## src/rtl/dpdcs_regs.vh

```
// timing constants and field layout for the dual-port dram cycle sequencer
`ifndef DPDCS_REGS_VH
`define DPDCS_REGS_VH
`define DPDCS_CLK_PERIOD_NS  40
`define DPDCS_REF_DIV        64
`define DPDCS_RAS_REF_HALF   8
`define DPDCS_PRE_REF_HALF   6
`define DPDCS_RAS_ACC_HALF   6
`define DPDCS_ADDR_W         18
`define DPDCS_MA_W           9
`define DPDCS_ROW_LSB        0
`define DPDCS_COL_LSB        9
`define DPDCS_REFROW_RESET   9'h000
`endif

```

## src/rtl/dpdcs_ref_div.v

```verilog
// refresh request divider: counts sampled refresh clock rising edges
`timescale 1ns/1ps
`default_nettype none
`include "dpdcs_regs.vh"
module dpdcs_ref_div (
  input  wire       i_clk,
  input  wire       i_reset,
  input  wire       i_refresh_clk,
  input  wire       i_busy,
  output reg        o_tick
);
  reg       rclk_d_reg;
  reg [5:0] cnt_reg;
  wire      rise = i_refresh_clk & ~rclk_d_reg;

  // one tick every 64 refresh clock rising edges, suppressed while refreshing
  always @(posedge i_clk) begin
    if (i_reset) begin
      rclk_d_reg <= 1'b0;
      cnt_reg    <= 6'h00;
      o_tick     <= 1'b0;
    end else begin
      rclk_d_reg <= i_refresh_clk;
      o_tick     <= 1'b0;
      if (rise) begin
        cnt_reg <= cnt_reg + 6'h01;
        if (cnt_reg == 6'h3f) begin
          o_tick <= ~i_busy;
        end
      end
    end
  end
endmodule // dpdcs_ref_div
`default_nettype wire

```

## src/rtl/dpdcs_top.v

```verilog
// cycle sequencer of a clocked dual-port dram controller
// ----------------------------------------------------------------
// ----------------------------------------------------------------
// one step of the phase counter is one clock of the 25 MHz clock,
// so labelled edges B..E fall on successive phase values 1..4, and F on phase 8.
`timescale 1ns/1ps
`default_nettype none
`include "dpdcs_regs.vh"
module dpdcs_top (
  input  wire        I_CLK,
  input  wire        I_RESET,
  input  wire        I_REFRESH_CLK,
  input  wire        I_REQUEST_1_N,
  input  wire        I_REQUEST_2_N,
  input  wire [17:0] I_ADDR,
  output reg         O_SELECT_1_N,
  output reg         O_SELECT_2_N,
  output reg         O_GRANT,
  output reg         O_ROW_STROBE_N,
  output reg         O_WRITE_GATE,
  output reg         O_COLUMN_STROBE_ENABLE_N,
  output reg         O_TRANSFER_ACK,
  output reg  [8:0]  O_MEM_ADDR,
  output wire [1:0]  O_CYCLE
);
  // ----------------------------------------------------------------
  // states
  // ----------------------------------------------------------------
  localparam [1:0] ST_IDLE = 2'b00;
  localparam [1:0] ST_REF  = 2'b01;
  localparam [1:0] ST_ACC1 = 2'b10;
  localparam [1:0] ST_ACC2 = 2'b11;

  reg  [1:0]  state_reg;
  reg  [1:0]  state_next;
  reg  [3:0]  phase_reg;
  reg  [17:0] addr_reg;
  reg  [8:0]  refrow_reg;
  reg         refpend_reg;
  wire        ref_tick;
  wire        in_ref = (state_reg == ST_REF);
  wire        request_1_n   = ~I_REQUEST_1_N;
  wire        request_2_n   = ~I_REQUEST_2_N;

  dpdcs_ref_div u_div (
    .i_clk         (I_CLK),
    .i_reset       (I_RESET),
    .i_refresh_clk (I_REFRESH_CLK),
    .i_busy        (in_ref),
    .o_tick        (ref_tick)
  );

  assign O_CYCLE = state_reg;

  // ----------------------------------------------------------------
  // next cycle choice
  // ----------------------------------------------------------------
  always @* begin
    state_next = state_reg;
    case (state_reg)
      ST_IDLE: begin
        if (refpend_reg | ref_tick) begin
          state_next = ST_REF;
        end else if (request_1_n) begin
          state_next = ST_ACC1;
        end else if (request_2_n) begin
          state_next = ST_ACC2;
        end
      end
      ST_REF: begin
        if (phase_reg == 4'd14) begin
          state_next = ST_IDLE;
        end
      end
      ST_ACC1: begin
        if (phase_reg == 4'd8 && !request_1_n) begin
          state_next = ST_IDLE;
        end
      end
      default: begin
        if (phase_reg == 4'd8 && !request_2_n) begin
          state_next = ST_IDLE;
        end
      end
    endcase
  end

  // ----------------------------------------------------------------
  // sequencer
  // ----------------------------------------------------------------
  // access phases: 1=B grant/row, 2=C ras, 3=D col/wg, 4=E column_strobe_enable_n,
  // 8=F ras off/ack (ras low 6 clocks after C), hold until G.
  // refresh: 1 row addr, 2..9 ras low (8 clocks), 10..14 high (5 clocks).
  always @(posedge I_CLK) begin
    if (I_RESET) begin
      state_reg                <= ST_IDLE;
      phase_reg                <= 4'h0;
      addr_reg                 <= 18'h00000;
      refrow_reg               <= `DPDCS_REFROW_RESET;
      refpend_reg              <= 1'b0;
      O_SELECT_1_N             <= 1'b1;
      O_SELECT_2_N             <= 1'b1;
      O_GRANT                  <= 1'b0;
      O_ROW_STROBE_N           <= 1'b1;
      O_WRITE_GATE             <= 1'b0;
      O_COLUMN_STROBE_ENABLE_N <= 1'b1;
      O_TRANSFER_ACK           <= 1'b0;
      O_MEM_ADDR               <= 9'h000;
    end else begin
      state_reg <= state_next;
      // an idle tick starts the refresh at once, so only a tick that meets
      // an access is kept; set and clear can then never meet in one cycle
      if (ref_tick && (state_reg == ST_ACC1 || state_reg == ST_ACC2)) begin
        refpend_reg <= 1'b1;
      end else if (state_reg == ST_IDLE && state_next == ST_REF) begin
        refpend_reg <= 1'b0;
      end
      if (state_next != state_reg) begin
        phase_reg <= 4'h1;
      end else if (state_reg != ST_IDLE && phase_reg != 4'h8 || in_ref) begin
        phase_reg <= phase_reg + 4'h1;
      end
      O_SELECT_1_N <= ~(state_next == ST_ACC1);
      O_SELECT_2_N <= ~(state_next == ST_ACC2);
      case (state_next)
        ST_IDLE: begin
          O_GRANT                  <= 1'b0;
          O_ROW_STROBE_N           <= 1'b1;
          O_WRITE_GATE             <= 1'b0;
          O_COLUMN_STROBE_ENABLE_N <= 1'b1;
          O_TRANSFER_ACK           <= 1'b0;
        end
        ST_REF: begin
          // the refresh never touches the column strobe
          if (state_reg == ST_IDLE) begin
            O_MEM_ADDR <= refrow_reg;
          end else if (phase_reg == 4'd1) begin
            O_ROW_STROBE_N <= 1'b0;
          end else if (phase_reg == 4'd9) begin
            O_ROW_STROBE_N <= 1'b1;
            refrow_reg     <= refrow_reg + 9'h001;
          end
        end
        default: begin
          if (state_reg == ST_IDLE) begin
            O_GRANT    <= 1'b1;
            addr_reg   <= I_ADDR;
            O_MEM_ADDR <= I_ADDR[8:0];
          end else begin
            case (phase_reg)
              4'd1: O_ROW_STROBE_N <= 1'b0;
              4'd2: begin
                O_MEM_ADDR   <= addr_reg[17:9];
                O_WRITE_GATE <= 1'b1;
              end
              4'd3: O_COLUMN_STROBE_ENABLE_N <= 1'b0;
              4'd7: begin
                O_ROW_STROBE_N <= 1'b1;
                O_TRANSFER_ACK <= 1'b1;
              end
              default: ;
            endcase
          end
        end
      endcase
    end
  end
endmodule // dpdcs_top
`default_nettype wire

```

## config.mk

```make
export PLATFORM = sky130hd
export DESIGN_NAME = dpdcs_top
export DESIGN_NICKNAME = d
export VERILOG_FILES = /design/src/rtl/dpdcs_ref_div.v /design/src/rtl/dpdcs_top.v
export VERILOG_INCLUDE_DIRS = /design/src /design/src/rtl
export SDC_FILE = /design/constraint.sdc
export NUM_CORES = 1
export LEC_CHECK = 0
export ABC_AREA = 1
export BUFFER_PORTS_ARGS = -buffer_cell sky130_fd_sc_hd__buf_2
export CAP_MARGIN = 0
export CORE_MARGIN = 5
export CORE_UTILIZATION = 50
export DETAILED_ROUTE_END_ITERATION = 16
export HOLD_SLACK_MARGIN = 0.06
export MAX_ROUTING_LAYER = met4
export PLACE_DENSITY = 0.72
export SKIP_CTS_REPAIR_TIMING = 1
export SYNTH_ARGS = -nofsm -noshare
export SYNTH_HDL_FRONTEND = slang
export SYNTH_SLANG_ARGS = --single-unit
```

## constraint.sdc

```tcl
create_clock -name I_CLK -period 1.9 [get_ports I_CLK]
set_input_delay 0.19 -clock I_CLK [delete_from_list [all_inputs] [get_ports I_CLK]]
set_output_delay 0.19 -clock I_CLK [all_outputs]
set_load 0.005 [all_outputs]
```

[Word-level counts from Yosys, hierarchy flattened]
Index checks and enable logic that the tools add are counted.
Cells by class
  muxes and demuxes: 32
  bitwise operators: 13
  reductions and logical operators: 29
  equal/unequal tests: 20
  add/subtract/negate cells: 3
Operator list (count)
  9-bit 2-to-1 mux: 3
  9-bit one-hot mux with 2 select lines: 1
  2-bit nonzero test: 8
  1-bit 2-to-1 mux: 15
  4-bit equality test (second input constant): 3
  2-bit 2-to-1 mux: 6
  1-bit one-hot mux with 2 select lines: 6
  3-bit AND reduction: 4
  1-bit inverter: 11
  9-bit by 1-bit adder with 9-bit output (second input constant): 1
  2-bit equality test (second input constant): 4
  4-bit by 2-bit equality test with 1-bit output (second input constant): 2
  4-bit AND reduction: 2
  6-bit by 1-bit adder with 6-bit output (second input constant): 1
  6-bit equality test (second input constant): 1
  2-bit one-hot mux with 3 select lines: 1
  1-bit logical AND: 5
  4-bit by 1-bit adder with 4-bit output (second input constant): 1
  2-bit by 1-bit equality test with 1-bit output (second input constant): 2
  4-bit by 1-bit equality test with 1-bit output (second input constant): 1
  4-bit by 3-bit equality test with 1-bit output (second input constant): 1
  2-bit zero test: 2
  2-bit != test (second input constant): 2
  4-bit != test (second input constant): 1
  other kinds (10): 13
Word-level totals
  input bits: 23
  flip-flop bits (word level): 58
  output and inout bits: 18

[Logic depth before layout (Yosys ltp)]
  word-level depth: 8
  gate-level depth with buffers: 12
  gate-level depth less buffers: 12

[Modules after synthesis]
From an unflattened synthesis, not the netlist that was laid out.
Unflattened totals
  cell total of the unflattened synthesis: 329
  area, all modules: 2362.3 um^2
By module, submodules not included
  dpdcs_top: times used 1, area an instance 2018.2 um^2, cells an instance 285, seq. area each 820.8 um^2
  dpdcs_ref_div: times used 1, area an instance 344.1 um^2, cells an instance 44, seq. area each 160.2 um^2

[Worst setup path after synthesis]
OpenSTA, ideal clock, no wires.
  path type: reg-to-reg
  from: register phase_reg[0]
  to: register O_MEM_ADDR[2]
  stages on the path, launching flop included: 13
  setup time: 0.109 ns
  arrival time: 1.495 ns
  slack: 0.297 ns
  clock period less this slack: 1.603 ns
  data required time: 1.791 ns
  cells stage by stage: dfxtp_1 > inv_1 > ha_1 > nand4_1 > nand2_1 > nand2_1 > nor2_2 > nand2_4 > buf_6 > nand2_1 > nand3_1 > nand2_1 > inv_1
Between the ends
  longest elaborated chain between the ends: 7
RTL lines
  from (decl): line dpdcs_top.v:36  | reg [3:0] phase_reg;
  from (signal assigned): line dpdcs_top.v:121  | phase_reg <= phase_reg + 4'h1;
  4-bit equality test: line dpdcs_top.v:76, dpdcs_top.v:81
  1-bit logical AND, on equally long branches: line dpdcs_top.v:81, dpdcs_top.v:76
  2-bit 2-to-1 mux, on equally long branches: line dpdcs_top.v:81, dpdcs_top.v:76
  2-bit one-hot mux with 3 select lines: line dpdcs_top.v:60  | case (state_reg)
  2-bit by 1-bit equality test with 1-bit output / 2-bit zero test (equally long branches): line dpdcs_top.v:125  | case (state_next)
  2-bit != test (no source line) / 1-bit inverter (equally long branches)
  3-bit AND reduction (no source line)
  to (signal assigned): line dpdcs_top.v:136  | O_MEM_ADDR <= refrow_reg;
  to (signal assigned): line dpdcs_top.v:148  | O_MEM_ADDR <= I_ADDR[8:0];
  to (signal assigned): line dpdcs_top.v:153  | O_MEM_ADDR <= addr_reg[17:9];
  to (decl): line dpdcs_top.v:23  | output reg [8:0] O_MEM_ADDR,
Parallel ways exist; a longest one is shown, timed or not.
A chain may end at the register's enable or synchronous reset.

[Final worst setup path]
  from: register phase_reg[0]
  to: register refrow_reg[7]
Between the ends
  longest elaborated chain between the ends: 6
RTL lines
  4-bit equality test: line dpdcs_top.v:76, dpdcs_top.v:81
  1-bit logical AND, on equally long branches: line dpdcs_top.v:81, dpdcs_top.v:76
  2-bit 2-to-1 mux, on equally long branches: line dpdcs_top.v:81, dpdcs_top.v:76
  2-bit one-hot mux with 3 select lines: line dpdcs_top.v:60
  2-bit by 1-bit equality test with 1-bit output: line dpdcs_top.v:125
  4-bit AND reduction (no source line) (*)
  to (signal assigned): line dpdcs_top.v:99  | refrow_reg <= `DPDCS_REFROW_RESET;
  to (signal assigned): line dpdcs_top.v:141  | refrow_reg <= refrow_reg + 9'h001;
  to (decl): line dpdcs_top.v:38  | reg [8:0] refrow_reg;
Mark *: on every way between the ends. The rest lies on a longest branch, timed or not.

==> results_dict.tcl <==
set metrics [dict create \
    grt_max_degree 27 \
    p_comb_frac 0.272 \
    cp.arrival_ps 1930 \
    dp_hpwl_um 3803 \
    hold_end "u_div.rclk_d_reg" \
    synth_fp_nets 369 \
    die_area_um2 6351 \
    stdcell_count 446 \
    ys.flop_type "dfxtp_1" \
    grt_pass1_wl_um 8438 \
    fin_hold_ws_ps 118.9 \
    first_pass_iters 4 \
    nets 408 \
    min_path_type "in2reg" \
    rr_worst_depth 10 \
    cts_root_buf "clkbuf_8" \
    htree_levels 2 \
    r2r_slack_ps 160 \
    ys_ff_latch 49 \
    period_needed_ps 1745 \
    vias_per_cell 4.791 \
    portBuffers 40 \
    maxCapViolCount 0 \
    rows 25 \
    maxSlewHeadroom 0.7628 \
    antenna_left 0 \
    fmax_ghz 0.5731 \
    syn_avg_cell_area_um2 7.143 \
    hp-start "I_REFRESH_CLK" \
    p_int_mw 1.796 \
    power.leakage_nw 1.401 \
    fin_crit_sh 0.9184 \
    power.net_switching_uw 832.1 \
    finalClockSkew_ps 5.245 \
    fin_ws_ps 155.0 \
    vias 2137 \
    crit_path_max_fanout 7 \
    pin_count 41 \
    synth-async-reset-ratio 0 \
    tightest_slew_ps 355.3 \
    clockPowerShare 0.268 \
    hold_depth 3 \
    fillCellCount 461 \
    final_util 0.5881 \
    diodes 0 \
    yosysWarnings 0 \
    yosysUniqueCellTypes 31 \
    synth_edf_count 0 \
    fp.dieH_um 79.70 \
    grt.total_usage 0.1704 \
    rr_startpoint "phase_reg[0]" \
    core_area_um2 4723 \
    ir_worst_vdd_mv 0.4063 \
    end_kind "register" \
    finalSetupViolCount 0 \
    synth_top_area_cell "dfxtp_1" \
    grt_overflow 0 \
    numCtsBuffers 5 \
    clockBufferDepth 2 \
    maxSlewViolCount 0 \
    r2r_end "refrow_reg[7]" \
    wire_per_inst_um 11.06 \
    dp_cells 439 \
    cts_tree "done" \
    start_util 0.5142 \
    cp-start-kind "register" \
    drt_iter0_drc 131 \
    routabilityCongestion 0.8916 \
    clk_pin_slew_worst_paths_ps 80 \
    antenna_found_initial 0 \
    synthesis.area_um2 2429 \
    clock_sinks 49 \
    grt_pass1_vias 1853 \
    clk-insertion-delay-late_ps 290 \
    synthCells 340 \
    pre_cts_ws_ps 117.0 \
    hold_viol 0 \
    crit_required_ps 2090 \
    area_growth_syn_to_layout_pct 14.37 \
    outcome "finished, final reports clean" \
    ys_seq_area_frac 0.4039 \
    yosys.area.top_type_share 0.4039 \
    ys_top_cells_by_area "dfxtp_1 40%, nand2_1 12%, inv_1 8.8%" \
    pwr-share-seq 0.461 \
    switching_share 0.3166 \
    power.density_nw_per_um2 946.3 \
    criticalPathCategory "reg2reg" \
    wirelength_um 4934 \
    layout-drive-gt1-share 0.1926 \
    die_w_um 79.70 \
    drc 0 \
]
## power by group through the flow
stage	Combinational (mW)	Sequential (mW)	Clock [mW]
final	0.714	1.21	0.703
after global routing	0.816	1.23	0.770
after CTS	0.711	1.21	0.733
after detailed placement	0.708	1.23	0
after global placement	0.694	1.23	0
after floorplan	0.519	1.23	0
## synthesized netlist by cell type (2+ instances only)
cell type	count
nand2_1	76
inv_1	57
dfxtp_1	49
o21ai_0	37
a21oi_1	22
nand3_1	19
nor2_1	19
nand4_1	7
ha_1	6
nor3_1	6
clkbuf_1	5
inv_2	4
nor2_4	4
buf_2	3
nand2_2	3
o21ai_1	3
buf_6	2
nand2_4	2
nand3_2	2
nor2_2	2
xor2_1	2
## layer usage
layer / part of all wire / GRT usage
met4: 0.0043 / 0.05670
met3: 0.054 / 0.03160
met1: 0.49 / 0.2376
met5: 0 / -
met2: 0.45 / 0.2479
## how the worst max path moves through the flow
stage | startpoint | to | cells after the start
after floorplan | phase_reg[0] | O_MEM_ADDR[2] | 12
after global placement | phase_reg[0] | refrow_reg[7] | 10
after detailed placement | phase_reg[0] | refrow_reg[7] | 10
after CTS | phase_reg[0] | refrow_reg[7] | 10
after global routing | phase_reg[0] | O_MEM_ADDR[5] | 11
final | phase_reg[0] | refrow_reg[7] | 10
## critical path, cell delays in order (launching register included)
cell and delay [ps]:
dfxtp_2 370, inv_1 100, ha_1 240, nand3_1 100, nand2_2 100, nor2_4 180, nand2_1 110, nor2_1 140
nand3_1 110, o21ai_1 130, a21oi_1 50
## through the flow
step / cell area, µm² / power (mW) / setup TNS [ps]
finish: 2778 / 2.628 / 0
global route: 2778 / 2.812 / -0.02842
CTS: 2769 / 2.654 / 0
detailed placement: 2665 / 1.942 / 0
global placement: 2665 / 1.929 / 0
floorplan: 2429 / 1.751 / 0
## area by class of cell
cell class	count	area (µm²)	share of cell area
timing repair buffer	43	222.7	0.08018
inverter	61	231.5	0.08333
multi-input combinational	219	1154	0.4153
tap	67	83.83	0.03018
sequential	49	982.2	0.3536
clock inverter	2	35.03	0.01261
clock buffer	5	68.82	0.02477
## cells in the final DEF (no fill, tap or decap), types with 2 or more instances in the layout
| cell | count |
|---|---|
| dfxtp_1 | 48 |
| nand3_2 | 2 |
| nand2_2 | 3 |
| nor2_4 | 5 |
| o21ai_0 | 32 |
| nor3_1 | 6 |
| nand4_1 | 7 |
| xor2_1 | 2 |
| inv_1 | 56 |
| nand2_1 | 76 |
| buf_4 | 3 |
| a21oi_1 | 22 |
| ha_1 | 6 |
| nor2_1 | 19 |
| inv_2 | 4 |
| o21ai_1 | 8 |
| nand3_1 | 19 |
| buf_2 | 40 |
| nand2_4 | 2 |
| clkbuf_8 | 5 |
## logic make-up after synthesis
logic type / Yosys count / share of synthesized area
and+or+nand+nor: 144 / 0.2865
buffers and inverters: 72 / 0.1231
AOI/OAI and AO/OA: 66 / 0.1448
DFF: 49 / 0.4039
adders and majority gates: 6 / 0.03091
xor gates and xnor gates: 3 / 0.01082
(Power assumes the default switching activity.)
